--- src/logic/usb_ep_pkg.sv ---
/*
  constants for the in-endpoint control/status and out max-payload block.
  assumes an apb slave at 32-bit words, one clock core_clk at 10 mhz.
*/
// How it works
// - auto-arm sets packet-ready on full packet
// - bit 14 selects isochronous mode
// - bit 13 direction, only if fifo shared
// - bit 12 enables dma requests
// - bit 11 flips toggle every sent packet
// - bit 10 selects dma request mode
// - bit 7 flags incomplete high-bandwidth send
// - writing bit 6 clears data toggle
// - stall sent sets flag, flushes, clears ready
// - bit 4 stalls in tokens, not iso
// - bit 3 flushes next packet, clears ready
// - iso underrun sends zero packet, sets flag
// - bit 1 shows fifo holds a packet
// - packet-ready set by software, cleared by device
// - ready clear raises event unless dma mode 1 or a bit 3 flush
// - bits 10:0 hold max payload bytes
// - upper bits hold multiplier minus one
// - bulk combining merges up to 32 packets
// - iso high-bandwidth bits 11/12, 2 or 3
package usb_ep_pkg;
  localparam logic [11:0] tx_csr_addr = 12'h000;
  localparam logic [11:0] rx_maxp_addr = 12'h004;
  localparam logic [11:0] status_addr = 12'h008;
  localparam int b_auto_arm = 15;
  localparam int b_iso = 14;
  localparam int b_dir_in = 13;
  localparam int b_dma_en = 12;
  localparam int b_force_flip = 11;
  localparam int b_dma_sel = 10;
  localparam int b_partial = 7;
  localparam int b_tog_reset = 6;
  localparam int b_stall_sent = 5;
  localparam int b_stall_req = 4;
  localparam int b_discard = 3;
  localparam int b_underrun = 2;
  localparam int b_occupied = 1;
  localparam int b_ready = 0;
  localparam logic [15:0] tx_csr_reset = 16'h0000;
  localparam logic [15:0] rx_maxp_reset = 16'h0000;
  localparam logic [10:0] max_payload_limit = 11'h400;
  localparam logic [5:0] bulk_combine_max = 6'h20;
  localparam logic [1:0] fifo_depth_pkts = 2'h2;
endpackage

--- src/logic/part_tracker.sv ---
/*
  tracks how many parts of a split high-bandwidth packet remain to send.
  assumes mult is 1..3 and sends pulse once per in data packet.
*/
`timescale 1ns/1ps
`default_nettype none
module part_tracker (
  input wire logic core_clk,
  input wire logic rst_n,
  input wire logic start,
  input wire logic [1:0] mult,
  input wire logic part_sent,
  input wire logic frame_end,
  output logic incomplete,
  output logic last_part
);
  logic [1:0] left;
  always_ff @(posedge core_clk) begin
    if (!rst_n) begin
      left <= 2'h0;
    end else if (start) begin
      left <= mult;
    end else if (frame_end) begin
      left <= 2'h0;
    end else if (part_sent && left != 2'h0) begin
      left <= left - 2'h1;
    end
  end
  // a frame that ends with parts still queued leaves the packet short
  assign incomplete = frame_end && left != 2'h0 && !(part_sent && left == 2'h1);
  assign last_part = part_sent && left == 2'h1;
endmodule
`default_nettype wire

--- src/logic/pkt_counter.sv ---
/*
  small occupancy counter for packets held in the in fifo.
  assumes inc and dec are single-cycle pulses.
*/
`timescale 1ns/1ps
`default_nettype none
module pkt_counter (
  input wire logic core_clk,
  input wire logic rst_n,
  input wire logic inc,
  input wire logic dec,
  input wire logic clr,
  output logic [1:0] count
);
  import usb_ep_pkg::*;
  always_ff @(posedge core_clk) begin
    if (!rst_n || clr) begin
      count <= 2'h0;
    end else if (inc && !dec && count != fifo_depth_pkts) begin
      count <= count + 2'h1;
    end else if (dec && !inc && count != 2'h0) begin
      count <= count - 2'h1;
    end
  end
endmodule
`default_nettype wire

--- src/logic/usb_ep_ctrl.sv ---
/*
  in-endpoint control/status register and out max-payload register.
  assumes an apb master, and usb link events as one-cycle pulses.
*/
// Chosen here: the register offsets and the APB slave port.
`timescale 1ns/1ps
`default_nettype none
module usb_ep_ctrl (
  input wire logic core_clk,
  input wire logic rst_n,
  input wire logic psel,
  input wire logic penable,
  input wire logic pwrite,
  input wire logic [11:0] paddr,
  input wire logic [31:0] pwdata,
  output logic [31:0] prdata,
  output logic pready,
  output logic pslverr,
  input wire logic fifo_shared,
  input wire logic high_speed,
  input wire logic fifo_loaded_max,
  input wire logic in_token,
  input wire logic pkt_sent,
  input wire logic frame_end,
  output logic stall_reply,
  output logic zero_len_reply,
  output logic dma_req,
  output logic tx_done_event,
  output logic fifo_flush,
  output logic data_toggle,
  output logic dir_in,
  output logic [10:0] rx_max_payload,
  output logic [5:0] rx_combine_count,
  output logic rx_hb_iso
);
  import usb_ep_pkg::*;

  typedef struct packed {
    logic [15:0] tx_ctrl_status_reg;
    logic [15:0] rx_endpoint_max_payload_reg;
    logic toggle_reg;
    logic [31:0] prdata_reg;
    logic pready_reg;
    logic pslverr_reg;
    logic stall_reply_reg;
    logic zlp_reg;
    logic dma_req_reg;
    logic done_evt_reg;
    logic flush_reg;
    logic dir_in_reg;
    logic [5:0] combine_reg;
    logic hb_iso_reg;
  } state_t;

  state_t s_reg, s_next;
  logic [1:0] pkts;
  logic pc_inc, pc_dec, pc_clr;
  logic pt_incomplete, pt_last;
  logic iso, wr, rd_setup;
  logic hit_csr, hit_maxp, hit_status, hb_now;
  logic [15:0] csr, csr_view;

  assign csr = s_reg.tx_ctrl_status_reg;
  assign iso = csr[b_iso];
  // a write lands at the one edge where pready is seen high
  assign wr = psel && penable && pwrite && s_reg.pready_reg;
  assign hit_csr = paddr == tx_csr_addr;
  assign hit_maxp = paddr == rx_maxp_addr;
  assign hit_status = paddr == status_addr;
  assign rd_setup = psel && !penable;

  pkt_counter u_pkts (
    .core_clk(core_clk),
    .rst_n(rst_n),
    .inc(pc_inc),
    .dec(pc_dec),
    .clr(pc_clr),
    .count(pkts)
  );

  logic [1:0] tx_mult;
  // tx multiplier mirrors the rx register layout for high-bandwidth iso
  assign tx_mult = s_reg.rx_endpoint_max_payload_reg[12] ? 2'h3 :
                   (s_reg.rx_endpoint_max_payload_reg[11] ? 2'h2 : 2'h1);

  part_tracker u_parts (
    .core_clk(core_clk),
    .rst_n(rst_n),
    .start(pc_inc && iso && high_speed),
    .mult(tx_mult),
    .part_sent(pkt_sent),
    .frame_end(frame_end),
    .incomplete(pt_incomplete),
    .last_part(pt_last)
  );

  assign hb_now = iso && high_speed && tx_mult != 2'h1;

  // read view: commands and unused bits read as zero, partial only in high-bandwidth iso
  always_comb begin
    csr_view = 16'h0000;
    csr_view[15:10] = csr[15:10];
    csr_view[b_partial] = hb_now && csr[b_partial];
    csr_view[b_stall_sent] = csr[b_stall_sent];
    csr_view[b_stall_req] = csr[b_stall_req];
    csr_view[b_underrun] = csr[b_underrun];
    csr_view[b_occupied] = pkts != 2'h0;
    csr_view[b_ready] = csr[b_ready];
  end

  always_comb begin
    logic ready_clear;
    logic sw_ready;
    logic flush_cmd;
    logic stall_now;
    logic hb;
    ready_clear = 1'b0;
    sw_ready = 1'b0;
    flush_cmd = 1'b0;
    stall_now = 1'b0;
    hb = hb_now;
    s_next = s_reg;
    s_next.pready_reg = 1'b0;
    s_next.pslverr_reg = 1'b0;
    s_next.stall_reply_reg = 1'b0;
    s_next.zlp_reg = 1'b0;
    s_next.done_evt_reg = 1'b0;
    s_next.flush_reg = 1'b0;
    s_next.tx_ctrl_status_reg[b_tog_reset] = 1'b0;
    s_next.tx_ctrl_status_reg[b_discard] = 1'b0;
    pc_inc = 1'b0;
    pc_dec = 1'b0;
    pc_clr = 1'b0;
    // apb: pready is raised by the setup edge, so the access phase has no wait state
    if (rd_setup) begin
      s_next.pready_reg = 1'b1;
      if (!hit_csr && !hit_maxp && !hit_status) begin
        s_next.pslverr_reg = 1'b1;
      end
    end
    if (rd_setup) begin
      unique case (paddr)
        tx_csr_addr: s_next.prdata_reg = {16'h0000, csr_view};
        rx_maxp_addr: s_next.prdata_reg = {16'h0000, s_reg.rx_endpoint_max_payload_reg};
        status_addr: s_next.prdata_reg = {30'h0, s_reg.dir_in_reg, s_reg.toggle_reg};
        default: s_next.prdata_reg = 32'h0000_0000;
      endcase
    end
    if (wr && paddr == tx_csr_addr) begin
      s_next.tx_ctrl_status_reg[15:10] = pwdata[15:10];
      s_next.tx_ctrl_status_reg[b_stall_req] = pwdata[b_stall_req];
      // status flags clear on written zero; hardware set below wins
      if (!pwdata[b_partial]) s_next.tx_ctrl_status_reg[b_partial] = 1'b0;
      if (!pwdata[b_stall_sent]) s_next.tx_ctrl_status_reg[b_stall_sent] = 1'b0;
      if (!pwdata[b_underrun]) s_next.tx_ctrl_status_reg[b_underrun] = 1'b0;
      if (pwdata[b_tog_reset]) begin
        s_next.tx_ctrl_status_reg[b_tog_reset] = 1'b1;
        s_next.toggle_reg = 1'b0;
      end
      sw_ready = pwdata[b_ready];
      flush_cmd = pwdata[b_discard];
      if (flush_cmd) s_next.tx_ctrl_status_reg[b_discard] = 1'b1;
    end
    if (wr && paddr == rx_maxp_addr) begin
      s_next.rx_endpoint_max_payload_reg = pwdata[15:0];
    end
    // auto-arm on a full-size load
    if (csr[b_auto_arm] && fifo_loaded_max) sw_ready = 1'b1;
    if (sw_ready && !csr[b_ready]) begin
      s_next.tx_ctrl_status_reg[b_ready] = 1'b1;
      pc_inc = 1'b1;
    end
    // in token handling
    if (in_token) begin
      if (csr[b_stall_req] && !iso) begin
        s_next.stall_reply_reg = 1'b1;
        stall_now = 1'b1;
      end else if (iso && !csr[b_ready] && pkts == 2'h0) begin
        s_next.zlp_reg = 1'b1;
        s_next.tx_ctrl_status_reg[b_underrun] = 1'b1;
      end
    end
    if (stall_now) begin
      s_next.tx_ctrl_status_reg[b_stall_sent] = 1'b1;
      s_next.flush_reg = 1'b1;
      pc_clr = 1'b1;
      ready_clear = csr[b_ready];
      s_next.tx_ctrl_status_reg[b_ready] = 1'b0;
    end
    if (pkt_sent && !stall_now) begin
      if (csr[b_force_flip] || !iso) s_next.toggle_reg = ~s_reg.toggle_reg;
      if (!hb || pt_last) begin
        pc_dec = 1'b1;
        ready_clear = csr[b_ready];
        s_next.tx_ctrl_status_reg[b_ready] = 1'b0;
      end
    end
    // double buffering frees the ready bit once a second slot is free
    if (csr[b_ready] && pkts == 2'h1 && !pkt_sent && !stall_now && !sw_ready) begin
      s_next.tx_ctrl_status_reg[b_ready] = 1'b0;
      ready_clear = 1'b1;
    end
    if (pt_incomplete) begin
      s_next.tx_ctrl_status_reg[b_partial] = 1'b1;
      s_next.flush_reg = 1'b1;
      pc_dec = 1'b1;
    end
    if (flush_cmd) begin
      s_next.flush_reg = 1'b1;
      s_next.tx_ctrl_status_reg[b_ready] = 1'b0;
      pc_dec = 1'b1;
      pc_inc = 1'b0;
      ready_clear = 1'b0;
    end
    s_next.done_evt_reg = ready_clear && !(csr[b_dma_en] && csr[b_dma_sel]);
    s_next.dma_req_reg = csr[b_dma_en] && !csr[b_ready] && pkts != fifo_depth_pkts;
    s_next.dir_in_reg = fifo_shared ? csr[b_dir_in] : 1'b1;
    // multiplier is the stored field plus one, up to 32 combined packets
    s_next.combine_reg = 6'(s_reg.rx_endpoint_max_payload_reg[15:11]) + 6'h1;
    s_next.hb_iso_reg = high_speed && s_reg.rx_endpoint_max_payload_reg[12:11] != 2'h0;
  end

  always_ff @(posedge core_clk) begin
    if (!rst_n) begin
      s_reg <= '0;
    end else begin
      s_reg <= s_next;
    end
  end

  assign prdata = s_reg.prdata_reg;
  assign pready = s_reg.pready_reg;
  assign pslverr = s_reg.pslverr_reg;
  assign stall_reply = s_reg.stall_reply_reg;
  assign zero_len_reply = s_reg.zlp_reg;
  assign dma_req = s_reg.dma_req_reg;
  assign tx_done_event = s_reg.done_evt_reg;
  assign fifo_flush = s_reg.flush_reg;
  assign data_toggle = s_reg.toggle_reg;
  assign dir_in = s_reg.dir_in_reg;
  assign rx_max_payload = s_reg.rx_endpoint_max_payload_reg[10:0];
  assign rx_combine_count = s_reg.combine_reg;
  assign rx_hb_iso = s_reg.hb_iso_reg;

  // checks on the logic above; all on the one clock, quiet while in reset
  a_tog_selfclear: assert property (
    @(posedge core_clk) disable iff (!rst_n)
    csr[b_tog_reset] |=> !csr[b_tog_reset]
  ) else $error("toggle reset command did not clear itself");

  a_discard_selfclear: assert property (
    @(posedge core_clk) disable iff (!rst_n)
    csr[b_discard] |=> !csr[b_discard]
  ) else $error("discard command did not clear itself");

  a_stall_flags: assert property (
    @(posedge core_clk) disable iff (!rst_n)
    stall_reply |-> csr[b_stall_sent] && !csr[b_ready] && fifo_flush
  ) else $error("stall reply without flag, flush and ready clear");

  a_stall_token: assert property (
    @(posedge core_clk) disable iff (!rst_n)
    stall_reply |-> $past(in_token) && !$past(iso)
  ) else $error("stall reply without token or in iso mode");

  a_zlp_flag: assert property (
    @(posedge core_clk) disable iff (!rst_n)
    zero_len_reply |-> csr[b_underrun] && !stall_reply
  ) else $error("zero-length reply without underrun flag");

  a_zlp_token: assert property (
    @(posedge core_clk) disable iff (!rst_n)
    zero_len_reply |-> $past(in_token) && $past(iso) && !$past(csr[b_ready])
  ) else $error("zero-length reply outside iso underrun");

  a_dma_req_gate: assert property (
    @(posedge core_clk) disable iff (!rst_n)
    dma_req |-> $past(csr[b_dma_en]) && !$past(csr[b_ready])
  ) else $error("dma request while disabled or armed");

  a_event_mode1: assert property (
    @(posedge core_clk) disable iff (!rst_n)
    tx_done_event |-> !($past(csr[b_dma_en]) && $past(csr[b_dma_sel]))
  ) else $error("done event raised in dma mode 1");

  a_event_on_clear: assert property (
    @(posedge core_clk) disable iff (!rst_n)
    tx_done_event |-> $past(csr[b_ready]) && !csr[b_ready]
  ) else $error("done event without a ready clear");

  a_partial_flush: assert property (
    @(posedge core_clk) disable iff (!rst_n)
    pt_incomplete |=> csr[b_partial] && fifo_flush
  ) else $error("short split packet not flagged and flushed");

  a_stall_empties: assert property (
    @(posedge core_clk) disable iff (!rst_n)
    pc_clr |=> pkts == 2'h0
  ) else $error("stall did not empty the packet count");

  a_flush_ready: assert property (
    @(posedge core_clk) disable iff (!rst_n)
    csr[b_discard] |-> !csr[b_ready] && fifo_flush
  ) else $error("discard left ready set or no flush");

  a_dir_fixed: assert property (
    @(posedge core_clk) disable iff (!rst_n)
    !fifo_shared |=> dir_in
  ) else $error("direction bit used on an unshared fifo");

  a_toggle_flip: assert property (
    @(posedge core_clk) disable iff (!rst_n)
    (pkt_sent && csr[b_force_flip] && !in_token) |=> data_toggle != $past(data_toggle)
  ) else $error("forced toggle did not flip");

  a_auto_arm: assert property (
    @(posedge core_clk) disable iff (!rst_n)
    (csr[b_auto_arm] && fifo_loaded_max && !csr[b_ready] && !wr && !in_token && !pkt_sent)
      |=> csr[b_ready]
  ) else $error("auto-arm did not set ready");

  a_ready_set: assert property (
    @(posedge core_clk) disable iff (!rst_n)
    (wr && hit_csr && pwdata[b_ready] && !pwdata[b_discard] && !csr[b_ready] && !in_token
      && !pkt_sent) |=> csr[b_ready]
  ) else $error("software ready write did not set ready");

  a_pkt_count: assert property (
    @(posedge core_clk) disable iff (!rst_n)
    (pc_inc && !pc_dec && !pc_clr && pkts == 2'h0) |=> pkts == 2'h1
  ) else $error("loaded packet not counted");

  a_cmd_read_zero: assert property (
    @(posedge core_clk) disable iff (!rst_n)
    (pready && hit_csr) |-> prdata[9:8] == 2'h0 && !prdata[b_tog_reset] && !prdata[b_discard]
  ) else $error("command or unused bits read as one");

  a_combine_range: assert property (
    @(posedge core_clk) disable iff (!rst_n)
    rx_combine_count <= bulk_combine_max
  ) else $error("combine count above limit");

  a_hb_speed: assert property (
    @(posedge core_clk) disable iff (!rst_n)
    !high_speed |=> !rx_hb_iso
  ) else $error("high-bandwidth iso flagged at full speed");
endmodule
`default_nettype wire

--- config.mk ---
export PLATFORM = sky130hd
export DESIGN_NAME = usb_ep_ctrl
export DESIGN_NICKNAME = d
export VERILOG_FILES = /design/src/logic/usb_ep_pkg.sv /design/src/logic/part_tracker.sv /design/src/logic/pkt_counter.sv /design/src/logic/usb_ep_ctrl.sv
export SDC_FILE = /design/constraint.sdc
export NUM_CORES = 1
export LEC_CHECK = 0
export ABC_AREA = 1
export BUFFER_PORTS_ARGS = -buffer_cell sky130_fd_sc_hd__buf_2
export CAP_MARGIN = 5
export CELL_PAD_IN_SITES_DETAIL_PLACEMENT = 2
export CELL_PAD_IN_SITES_GLOBAL_PLACEMENT = 2
export CORE_MARGIN = 2
export CORE_UTILIZATION = 24
export CTS_BUF_LIST = sky130_fd_sc_hd__clkbuf_4 sky130_fd_sc_hd__clkbuf_8
export DETAILED_ROUTE_END_ITERATION = 10
export GPL_TIMING_DRIVEN = 0
export PLACE_DENSITY = 0.79
export REMOVE_ABC_BUFFERS = 1
export SLEW_MARGIN = 10
export SYNTH_ARGS = -nofsm -noshare
export SYNTH_HDL_FRONTEND = slang
export SYNTH_SLANG_ARGS = --single-unit
--- constraint.sdc ---
create_clock -name core_clk -period 4.4 [get_ports core_clk]
set_input_delay 1.1 -clock core_clk [delete_from_list [all_inputs] [get_ports core_clk]]
set_output_delay 1.1 -clock core_clk [all_outputs]
set_load 0.02 [all_outputs]
==> metrics.md, run 1 <==
| Metric | Value |
|---|---|
| Worst-margin pin slew | `838 ps` |
| Main synth FF type | `dfxtp_1` |
| Final GP Congestion | `0.820` |
| Sequential fraction of the synthesis area | `0.393` |
| ANT cells | `0` |
| Share of cells above drive strength 1 | `0.264` |
| Vias in the first global route | `3183` |
| 1st-pass router iterations | `6` |
| # hold bufs at CTS | `0` |
| Asr flop ratio synth | `0` |
| Worst-Skew Late Latency | `350 ps` |
| IO Port Bufs | `81` |
| Total chip power | `1190 uW` |
| Post-synth top area share | `0.393` |
| HP Class | `flip-flop to flip-flop` |
| Area leader, netlist | `dfxtp_1` |
| Max FO, Critical Path | `32` |
| Rows | `42` |
| Number of library cell types mapped by synthesis | `36` |
| P&R area growth vs syn | `13.3%` |
| Via count | `2861` |
| Final net count | `533` |
| Chain of cells forming the critical path | `buf_2 -> nor2_1 -> nand2_1 -> nor2_4 -> nand2_2 -> inv_2 -> nand2_2 -> o21ai_0 -> a21oi_1` |
| Initial antenna violation count | `0` |
| Die W | `120 um` |
| First-pass GRT wire length | `16.2 mm` |
| Starting density of the core | `0.244` |
| Max stage delay on crit path | `350 ps` |
| Mapped Cells | `425` |
| Clock skew | `8.66 ps` |
| Die Area | `14300 um^2` |
| GRT Util Overall | `0.145` |
| I/O pin total | `114` |
| Critical Path Sink Type | `flip-flop` |
| Status | `finished, final reports clean` |
| Post-cts resize count | `0` |
| Worst EP required | `4610 ps` |
| Iter 0 DRT Violations | `101` |
| EDFF count, synth | `0` |
| Startpoint Class | `input port` |
| Die height | `120 um` |
| Fin. Hold Viols | `0` |
| Top post-synthesis cells by area | `dfxtp_1 39%, buf_4 11%, a21oi_1 7.5%, nand2_1 7.4%, inv_1 6.2%` |
| CTS buffer count | `9` |
| Root buf cell | `clkbuf_8` |
| Vias per cell | `4.40` |
| Min cycle time layout | `2690 ps` |
| H-tree Lvls | `3` |
| Sum of negative setup slack | `0 ps` |
| Drt drc | `0` |
| Crit-path most repeated cell | `nand2_2` |
| Max_cap viols | `0` |
| Clk pin slew, worst setup/hold paths | `70 ps` |
| Worst IR drop on VDD | `110 uV` |
| Crit Path Category | `input port to flip-flop` |
| Worst hold slack | `451 ps` |
| FF+latch count, synth | `63` |
| Max FFs per register | `16` |
| Mean Syn Cell Area | `7.55 um^2` |
| Postcts setup bufs | `0` |
| RSZ-0062 raised after global routing | `no` |
| Slowest cell on crit path | `nand2_2` |
| Yosys warns | `0` |
| Core Region | `13100 um^2` |
| Largest net degree at the start of global routing | `39` |
| PwrDens | `327 nW/um^2` |
| Pleak | `0.00164 uW` |
| Clock buffer depth | `2` |
| Synthesized cell area | `3210 um^2` |
| WP data arrival | `2900 ps` |
| DP HPWL | `7.25 mm` |
| CTS Sinks | `63` |
| Setup Viol. Count Final | `0` |
| Relative slew slack | `0.441` |
| Crit share post-route | `0.612` |
| Achievable Freq | `0.372 GHz` |
| Routed wire length | `9.66 mm` |
| CTS tree | `done` |
| Final ANT Viol Nets | `0` |
| DR WL/cell | `14.9 um` |
| Final Slew Violations | `0` |
| Total gr overflow | `0` |
==> where the power goes <==
part | internal [uW] | switching, uW | total (uW) | leakage, uW
Clock | 237 | 224 | 461 | 0.0000993
Sequential | 583 | 6.92 | 590 | 0.000510
Combinational | 45.0 | 91.8 | 137 | 0.00103
==> Yosys cell counts (2+ instances only) <==
master,instances
o22ai_1,8
o21ai_0,37
clkbuf_1,7
dfxtp_1,63
buf_2,4
nand2_2,7
nand3_1,9
a21oi_1,48
inv_2,4
nand3_2,2
inv_1,53
nor2_1,25
ha_1,9
nor2_2,4
nor3_1,7
a21oi_2,2
buf_4,49
nand2_1,63
nor2_4,3
nand4_1,5
==> final cells by class <==
class,instances,area [um^2]
Tap cell,176,220
Clock inverter,4,20.0
Fill cell,1589,9500
Sequential cell,63,1260
Clock buffer,12,159
Timing Repair Buffer,81,405
Inverter,58,223
Multi-Input combinational cell,256,1350
==> metal layers <==
layer,routed length [um],track usage,vias up,part of all wire
li1,-,-,1387,-
met1,4210,0.171,1405,0.44
met2,4920,0.254,55,0.51
met3,351,0.0333,14,0.036
met4,177,0.0559,0,0.018
met5,0,0,-,0
==> cell usage in the layout, fill, tap and decap left out, drive strengths merged <==
| master | instances |
|---|---|
| o211ai | 1 |
| nor4 | 1 |
| o221ai | 1 |
| dfxtp | 63 |
| o21ai | 38 |
| inv | 57 |
| nand4 | 7 |
| nand2 | 71 |
| nor3 | 7 |
| nand3 | 11 |
| o21bai | 1 |
| nor2 | 33 |
| buf | 81 |
| clkbuf | 12 |
| clkinv | 5 |
| conb | 16 |
| o22ai | 8 |
| a21oi | 50 |
| nand3b | 1 |
| ha | 9 |
| a31oi | 1 |
==> through the flow <==
step / worst slack [ps] / utilization / instance area [um^2] / cells
final: 1710 / 0.277 / 3640 / 650
after global routing: 1480 / 0.277 / 3640 / 650
after CTS: 1710 / 0.277 / 3640 / 650
after detailed placement: 1330 / 0.263 / 3460 / 634
after global placement: 1420 / 0.263 / 3460 / 634
after floorplan: 2030 / - / 2830 / 377
==> worst max-delay path: cells and delay by family <==
family	cells	cell delay (ps)
and+or+nand+nor	5	1110
AOI/OAI and AO/OA	2	380
buffers and inverters	2	300
==> kinds of logic (layout without fill, tap and decap cells) <==
family | after synthesis | in the layout | synth area share
fa+ha+maj | 9 | 9 | 0.0351
other cells | 1 | 16 | 0.00117
buf+inv | 121 | 155 | 0.205
flops | 63 | 63 | 0.393
compound gates | 100 | 100 | 0.166
simple gates | 131 | 131 | 0.200
==> final timing paths <==
| path | start | end | slack, ps | cells after the start |
|---|---|---|---|---|
| worst min-delay path | csr[12] | tx_done_event | 450 | 1 |
| worst min register to register | csr[12] | tx_done_event | 450 | 1 |
| worst max register to register | s_reg[59] | u_pkts.count[0] | 2520 | 12 |
| worst max-delay path | paddr[7] | rx_max_payload[2] | 1710 | 9 |
Note: power is estimated with default switching activity, not from simulation.
==> run 2: changes to the inputs <==
--- a/config.mk
+++ b/config.mk
@@ -5,7 +5,7 @@
 export SDC_FILE = /design/constraint.sdc
 export NUM_CORES = 1
 export LEC_CHECK = 0
-export ABC_AREA = 1
+export ABC_AREA = 0
 export BUFFER_PORTS_ARGS = -buffer_cell sky130_fd_sc_hd__buf_2
 export CAP_MARGIN = 5
 export CELL_PAD_IN_SITES_DETAIL_PLACEMENT = 2
@@ -15,7 +15,7 @@
 export CTS_BUF_LIST = sky130_fd_sc_hd__clkbuf_4 sky130_fd_sc_hd__clkbuf_8
 export DETAILED_ROUTE_END_ITERATION = 10
 export GPL_TIMING_DRIVEN = 0
-export PLACE_DENSITY = 0.79
+export PLACE_DENSITY = 0.8
 export REMOVE_ABC_BUFFERS = 1
 export SLEW_MARGIN = 10
 export SYNTH_ARGS = -nofsm -noshare
==> constraint.sdc (replaced) <==
create_clock -name core_clk -period 2.4 [get_ports core_clk]
set_input_delay 0.6 -clock core_clk [delete_from_list [all_inputs] [get_ports core_clk]]
set_output_delay 0.6 -clock core_clk [all_outputs]
set_load 0.02 [all_outputs]
==> run 2 against run 1 <==
Total power increased by 79%. Critical endpoint is now s_reg[61]. The flow now finishes with violations (negative setup slack). Sequential cell count stayed put. Wire length grew 13%.
==> metrics.md, run 2 <==
| Metric | Value |
|---|---|
| DP HPWL | `7.09 mm (-2.3%)` |
| Rows | `41 (-2.4%)` |
| Starting density of the core | `0.245 (+0.00110)` |
| Failing checks | `negative setup slack` |
| Top post-synthesis cells by area | `dfxtp_1 41%, buf_4 12%, mux2i_1 5.8%, nand2_1 4.4%, nor2_1 4.2%` |
| Sequential fraction of the synthesis area | `0.407 (+0.0143)` |
| Relative slew slack | `0.450 (+0.00921)` |
| Combinational share of power | `0.083 (-0.032)` |
| Psw | `568 uW (+76%)` |
| # hold bufs at CTS | `0 (unchanged)` |
| CP startpoint | `paddr[8]` |
| Sequential power share | `0.498 (about the same)` |
| Drt drc | `0 (unchanged)` |
| HP Class | `input port to flip-flop` |
| Pre-CTS setup slack | `-1020 ps (-2350 ps)` |
| Clock skew | `8.76 ps (+0.0990 ps)` |
| Yosys warns | `0 (unchanged)` |
| Main synth FF type | `dfxtp_1` |
| EDFF count, synth | `0 (unchanged)` |
| Via count | `2729 (-4.6%)` |
| P&R area growth vs syn | `26.3%` |
| Worst hold slack | `436 ps (-14.7 ps)` |
| Total gr overflow | `0 (unchanged)` |
| Share of cells above drive strength 1 | `0.357 (+0.0931)` |
| First-pass GRT wire length | `15.9 mm (-1.5%)` |
| PwrDens | `543 nW/um^2 (+66%)` |
| CTS tree | `done` |
| Switching share of power | `0.267 (-0.00388)` |
| FF+latch count, synth | `63 (unchanged)` |
| Die Area | `13800 um^2 (-3.4%)` |
| Final ANT Viol Nets | `0 (unchanged)` |
| Iter 0 DRT Violations | `120 (+19%)` |
| DR WL/cell | `18.2 um (+22%)` |
| Most frequent cells after synthesis | `63 x dfxtp_1, 49 x buf_4, 36 x nand2_1, 35 x nor2_1` |
| Area leader, netlist | `dfxtp_1` |
| Worst EP required | `2630 ps (-1980 ps)` |
| Critical Path Sink Type | `flip-flop` |
| Placed cell areas | `3340 um^2 (-3.3%)` |
| I/O pin total | `114 (unchanged)` |
| Clk pin slew, worst setup/hold paths | `70 ps (about the same)` |
| Asr flop ratio synth | `0 (unchanged)` |
| Min cycle time layout | `2620 ps` |
| R2r startpoint | `pready` |
| Sum of negative setup slack | `-5620 ps (-5620 ps)` |
| Final WS setup | `-220 ps (-1930 ps)` |
| Worst-margin pin slew | `825 ps (-12.9 ps)` |
| Number of library cell types mapped by synthesis | `45 (+25%)` |
| Most common cell after layout, fill and taps aside | `buf_2` |
| Final GP Congestion | `0.743 (-9.4%)` |
| Largest net degree at the start of global routing | `43 (+10%)` |
| RSZ-0062 raised after global routing | `yes` |
| CTS buffer count | `9 (unchanged)` |
| Root buf cell | `clkbuf_8` |
| Routed wire length | `10.9 mm (+13%)` |
| Startpoint Class | `input port` |
| Clock power share | `0.419 (+0.031)` |
| Setup Viol. Count Final | `41 (+41)` |
| Max FO, Critical Path | `4 (-88%)` |
| WP data arrival | `2850 ps (-50 ps)` |
| GRT Util Overall | `0.150 (+0.00490)` |
| Final Slew Violations | `0 (unchanged)` |
| Crit Path Category | `input port to flip-flop` |
| IO Port Bufs | `81 (unchanged)` |
| Crit share post-route | `1.09` |
| ANT cells | `0 (unchanged)` |
| Die W | `118 um (-1.7%)` |
| Most numerous cell in the Yosys netlist | `dfxtp_1` |
| Core Region | `12600 um^2 (-3.9%)` |
| CTS Sinks | `63 (unchanged)` |
| Post-synth top area share | `0.407 (+0.0143)` |
| Max_cap viols | `0 (unchanged)` |
| Min-delay src | `fifo_shared` |
| Final net count | `485 (-9.0%)` |
| Status | `finished, violations left` |
| Commonest cells after routing, fill and taps aside | `79 x buf_2, 63 x dfxtp_1, 35 x nor2_1` |
| Initial antenna violation count | `0 (unchanged)` |
| Max FFs per register | `16 (unchanged)` |
| Die height | `118 um (-1.7%)` |
| Worst-Skew Late Latency | `370 ps (+20 ps)` |
| Fin. Hold Viols | `0 (unchanged)` |
| P_int | `1560 uW (+80%)` |
| Vias per cell | `4.56 (+3.7%)` |
| Mapped Cells | `356 (-16%)` |
| H-tree Lvls | `3 (unchanged)` |
| Pleak | `0.00159 uW (-3.2%)` |
| Design area | `3910 um^2 (+7.6%)` |
| Total chip power | `2130 uW (+79%)` |
| Worst IR drop on VDD | `184 uV (+68%)` |
| 1st-pass router iterations | `4 (-2)` |
| Synthesized cell area | `3100 um^2 (-3.5%)` |
| Clock buffer depth | `2 (unchanged)` |
| Achievable Freq | `0.382 GHz` |
| Mean Syn Cell Area | `8.70 um^2 (+15%)` |
| Vias in the first global route | `2915 (-8.4%)` |
-- run 2: cell count changes after synthesis, sizes merged, moves of 4 or more --
cell   change
o21ai     -24
nand2     -35
a21oi     -32
o22ai      -8
and2      +13
a22oi      +9
mux2i     +18
nor3       -4
inv       -46
or4        +5
-- run 2: cell families (layout without fill, tap and decap cells) --
kind of cell	Yosys count	after routing	share of synthesized area
adder cells (fa/ha/maj)	9	9	0.0364
AND/OR/NAND/NOR	124	125	0.204
multiplexers	19	19	0.0618
AO/OA/AOI/OAI	60	60	0.121
XOR/XNOR	4	4	0.0113
buffers and inverters	76	130	0.157
other	1	16	0.00121
flip-flops	63	63	0.407
-- run 2: timing repair --
item | 4_1_cts | 5_1_grt
setup buffers | 10 | 9
cloned | 1 | 2
resized for setup | 20 | 35
endpoints found under the setup margin | 49 | 47
pin swaps | 15 | 32
-- run 2: metal layers --
metal	routed length (um)	GRT usage	up-vias
met1	4560	0.162	1372
li1	-	-	1276
met5	0	0	-
met3	551	0.0499	18
met2	5570	0.272	63
met4	185	0.0535	0
-- run 2: cell type report --
| class | instances | area (um^2) |
|---|---|---|
| sequential | 63 | 1260 |
| tap | 172 | 215 |
| multi-input combinational | 233 | 1550 |
| fill | 1466 | 8710 |
| clock inverter | 3 | 17.5 |
| timing repair buffer | 102 | 652 |
| inverter | 12 | 46.3 |
| clock buffer | 13 | 166 |
-- run 2: critical path, cell delays in order --
cell and delay (ps):
buf_6 90, or4_4 550, or4_4 520, buf_8 150
buf_6 110, nor4_4 250, buf_6 170, buf_4 150
mux2i_1 180, nor2_1 50
-- run 2: final timing paths --
path                     end  slack, ps  cells past startpoint
min reg2reg        prdata[8]        480                      2
max                s_reg[61]       -220                     10
max reg2reg  u_pkts.count[1]         30                      7
min                   dir_in        440                      2
-- run 2: power by group through the flow --
stage	Clock [uW]	Combinational [uW]	Sequential, uW
finish	891	176	1060
detailed placement	0	161	1080
floorplan	0	76.1	1090
global placement	0	152	1080
CTS	914	167	1060
global route	970	190	1060
-- run 2: metrics by stage --
stage,utilization,cells
2_1_floorplan,-,307
4_1_cts,0.292,588
3_3_place_gp,0.264,560
5_1_grt,0.310,598
3_5_place_dp,0.265,561
6_report,0.310,598
==> run 3: changes to the inputs <==
--- a/config.mk
+++ b/config.mk
@@ -10,7 +10,7 @@
 export CAP_MARGIN = 5
 export CELL_PAD_IN_SITES_DETAIL_PLACEMENT = 2
 export CELL_PAD_IN_SITES_GLOBAL_PLACEMENT = 2
-export CORE_MARGIN = 2
+export CORE_MARGIN = 4
 export CORE_UTILIZATION = 24
 export CTS_BUF_LIST = sky130_fd_sc_hd__clkbuf_4 sky130_fd_sc_hd__clkbuf_8
 export DETAILED_ROUTE_END_ITERATION = 10
@@ -20,4 +20,5 @@
 export SLEW_MARGIN = 10
 export SYNTH_ARGS = -nofsm -noshare
 export SYNTH_HDL_FRONTEND = slang
+export SYNTH_HIERARCHICAL = 1
 export SYNTH_SLANG_ARGS = --single-unit
==> run 3 against run 2 <==
The flow still finishes with violations (negative setup slack). Fmax increased by 1.8%. Combinational power about the same. Wire length decreased by 3.5%. Highest routed layer unchanged. Critical endpoint is now u_pkts/count[0]. Cell area decreased by 5.2%. Critical path type unchanged.
==> metrics.md, run 3 <==
| Metric | Value |
|---|---|
| Storage cell area | `1260 um^2 (unchanged)` |
| Final Slew Violations | `0 (unchanged)` |
| Slowest cell on crit path | `or4_4` |
| Via count | `2717 (-0.44%)` |
| Initial antenna violation count | `0 (unchanged)` |
| Number of library cell types mapped by synthesis | `50 (+11%)` |
| Post-synth top area share | `0.403 (-0.00407)` |
| Core Region | `12700 um^2 (+0.41%)` |
| Worst Hold Path EP | `prdata[13]` |
| IO Port Bufs | `81 (unchanged)` |
| Yosys warns | `6 (+6)` |
| Min cycle time layout | `2570 ps (-45.6 ps)` |
| DR WL/cell | `17.8 um (-2.0%)` |
| Final ANT Viol Nets | `0 (unchanged)` |
| FF+latch count, synth | `63 (unchanged)` |
| Startpoint Class | `input port` |
| Mux contribution to synthesized area | `0.0512 (-0.0106)` |
| Routed wire length | `10.5 mm (-3.5%)` |
| Final Non-Filler Cells | `589 (-1.5%)` |
| 1st-pass router iterations | `4 (unchanged)` |
| PwrDens | `584 nW/um^2 (+7.4%)` |
| Total chip power | `2160 uW (+1.8%)` |
| Post-synthesis compound-gate area fraction | `0.126 (+0.00519)` |
| Fill cells | `1487 (+1.4%)` |
| Pleak | `0.00160 uW (+0.60%)` |
| Main synth FF type | `dfxtp_1` |
| CTS buffer count | `9 (unchanged)` |
| Chain of cells forming the critical path | `buf_6 -> or4_4 -> or4_4 -> nor2_4 -> a311o_1 -> and2b_1 -> a211oi_2 -> a211oi_2` |
| Clk pin slew, worst setup/hold paths | `70 ps (about the same)` |
| Vias in the first global route | `2921 (+0.21%)` |
| Largest family of logic cells by synthesized area | `simple AND/OR/NAND/NOR gates` |
| EDFF count, synth | `0 (unchanged)` |
| Total gr overflow | `0 (unchanged)` |
| Crit Path Category | `input port to flip-flop` |
| Max_cap viols | `0 (unchanged)` |
| GRT Util Overall | `0.139 (-0.0107)` |
| Die W | `122 um (+3.9%)` |
| H-tree Lvls | `3 (unchanged)` |
| Failing checks | `negative setup slack` |
| DP Cell Count | `564 (+0.53%)` |
| Relative slew slack | `0.496 (+0.0463)` |
| Worst EP required | `2650 ps (+20 ps)` |
| Max FFs per register | `16 (unchanged)` |
| Worst hold path depth | `2 (unchanged)` |
| Root buf cell | `clkbuf_8` |
| Max stage delay on crit path | `620 ps (+70 ps)` |
| Critical Path Sink Type | `flip-flop` |
| Sequential fraction of the synthesis area | `0.403 (-0.00407)` |
| Share of cells above drive strength 1 | `0.300 (-0.0570)` |
| Worst-Skew Late Latency | `330 ps (-40 ps)` |
| CTS tree | `done` |
| P&R area growth vs syn | `18.5%` |
| Min-delay src | `prdata[13]` |
| Synthesized cell area | `3130 um^2 (+1.0%)` |
| Starting density of the core | `0.247 (+0.00148)` |
| Largest net degree at the start of global routing | `69 (+60%)` |
| Final WS setup | `-174 ps (+45.6 ps)` |
| Asr flop ratio synth | `0 (unchanged)` |
| XOR/XNOR Fraction of Synth Area | `0.00840 (-0.00291)` |
| Most common cell after layout, fill and taps aside | `buf_2` |
| Achievable Freq | `0.388 GHz (+1.8%)` |
| R2r startpoint | `pready` |
| Crit share post-route | `1.07 (-0.0190)` |
| Status | `finished, violations left` |
| Die Area | `14900 um^2 (+7.9%)` |
| Mean Syn Cell Area | `8.64 um^2 (-0.66%)` |
| Clock skew | `12.8 ps (+4.07 ps)` |
| Iter 0 DRT Violations | `140 (+17%)` |
| RSZ-0062 raised after global routing | `yes` |
| R2R Path End | `u_pkts/count[0]` |
| Max FO, Critical Path | `5 (+1)` |
| R2R setup slack | `110 ps (+80 ps)` |
| Reg2reg path depth | `7 (unchanged)` |
| Drt drc | `0 (unchanged)` |
| Most frequent cells after synthesis | `63 x dfxtp_1, 49 x buf_4, 45 x nand2_1, 28 x nand3_1, 28 x o21ai_0` |
| Synth Area in Adders | `0.0240 (-0.0124)` |
| Commonest cells after routing, fill and taps aside | `78 x buf_2, 63 x dfxtp_1, 45 x nand2_1` |
| # hold bufs at CTS | `0 (unchanged)` |
| WP data arrival | `2820 ps (-30 ps)` |
| Vias per cell | `4.61 (+1.1%)` |
| Clock buffer depth | `2 (unchanged)` |
| First-pass GRT wire length | `15.9 mm (about the same)` |
| Final GP Congestion | `0.751 (+1.1%)` |
| I/O pin total | `114 (unchanged)` |
| Setup Viol. Count Final | `12 (-71%)` |
| Mapped Cells | `362 (+1.7%)` |
| Die height | `122 um (+3.9%)` |
| Multi-input logic area | `1510 um^2 (-3.1%)` |
| Top post-synthesis cells by area | `dfxtp_1 40%, buf_4 12%, nand2_1 5.4%, mux2i_1 5.1%, nand3_1 4.5%` |
| DP HPWL | `7.11 mm (+0.29%)` |
| Fin. Hold Viols | `0 (unchanged)` |
| CTS Sinks | `63 (unchanged)` |
| Final net count | `473 (-2.5%)` |
| Worst-margin pin slew | `750 ps (-75.2 ps)` |
| Simple-Gate Fraction of Synth Area | `0.230 (+0.0256)` |
| Sum of negative setup slack | `-714 ps (+4900 ps)` |
| HP Class | `flip-flop to flip-flop` |
| Most numerous cell in the Yosys netlist | `dfxtp_1` |
| Area leader, netlist | `dfxtp_1` |
| ANT cells | `0 (unchanged)` |
| Rows | `41 (unchanged)` |
| Worst IR drop on VDD | `220 uV (+19%)` |
-- run 3: changes by cell type after synthesis, sizes merged, moves of 7 or more --
cell	change
nor2	-30
o21ai	+19
nand3	+17
a21boi	+7
nand2	+9
a21oi	-12
nor2b	+7
a22oi	-8
-- run 3: layout make-up --
class,count,area share
timing repair buffer,90,0.132
tap,172,0.0580
inverter,12,0.0121
clock inverter,6,0.0165
clock buffer,10,0.0354
multi-input combinational,236,0.406
sequential,63,0.340
-- run 3: per-layer routing --
metal | part of all wire | up-vias | routed length (um) | track usage
li1 | - | 1279 | - | -
met1 | 0.42 | 1325 | 4410 | 0.161
met2 | 0.51 | 99 | 5330 | 0.251
met3 | 0.056 | 14 | 592 | 0.0367
met4 | 0.015 | 0 | 161 | 0.0385
met5 | 0 | - | 0 | 0
-- run 3: through the flow --
stage,worst slack [ps],hold WS [ps],area [um^2],util
final,-174,453,3710,0.293
after global placement,-1040,436,3360,0.265
after detailed placement,-1100,442,3360,0.265
after CTS,-120,460,3660,0.289
after global routing,-196,469,3710,0.293
after floorplan,-583,438,2740,-
-- run 3: worst max-delay path by stage --
stage                   start              end  depth (start not counted)
global route         paddr[6]  u_pkts/count[0]                          8
floorplan           paddr[11]  u_parts/left[1]                          6
CTS                  paddr[6]  u_parts/left[0]                          7
detailed placement   paddr[2]  u_parts/left[0]                          7
global placement     paddr[2]  u_parts/left[1]                          7
finish               paddr[6]  u_pkts/count[0]                          8
-- run 3: repair_timing --
action / in CTS / in global routing
endpoints found under the setup margin: 33 / 20
setup buffers: 4 / 5
pin swaps: 10 / 6
hold endpoints to repair: 0 / 0
gates resized for setup: 16 / 2
-- run 3: cells by family (layout without fill, tap and decap cells) --
family / Yosys count / count (layout)
and+or+nand+nor: 133 / 133
buffers and inverters: 78 / 118
DFF: 63 / 63
AOI/OAI and AO/OA: 62 / 62
muxes: 16 / 16
adders and majority gates: 6 / 6
xor gates and xnor gates: 3 / 3
other: 1 / 16
-- run 3: worst max-delay path: cells and delay by family --
kind | cells | cell delay, ps
simple gates | 4 | 1570
compound gates | 3 | 560
buf+inv | 1 | 90
-- run 3: report_power, final --
part | leakage, uW | internal [uW] | total, uW | switching (uW)
sequential | 0.000509 | 1050 | 1060 | 5.33
combinational | 0.000990 | 60.5 | 179 | 119
clock | 0.0000994 | 488 | 927 | 438
total | 0.00160 | 1600 | 2160 | 562
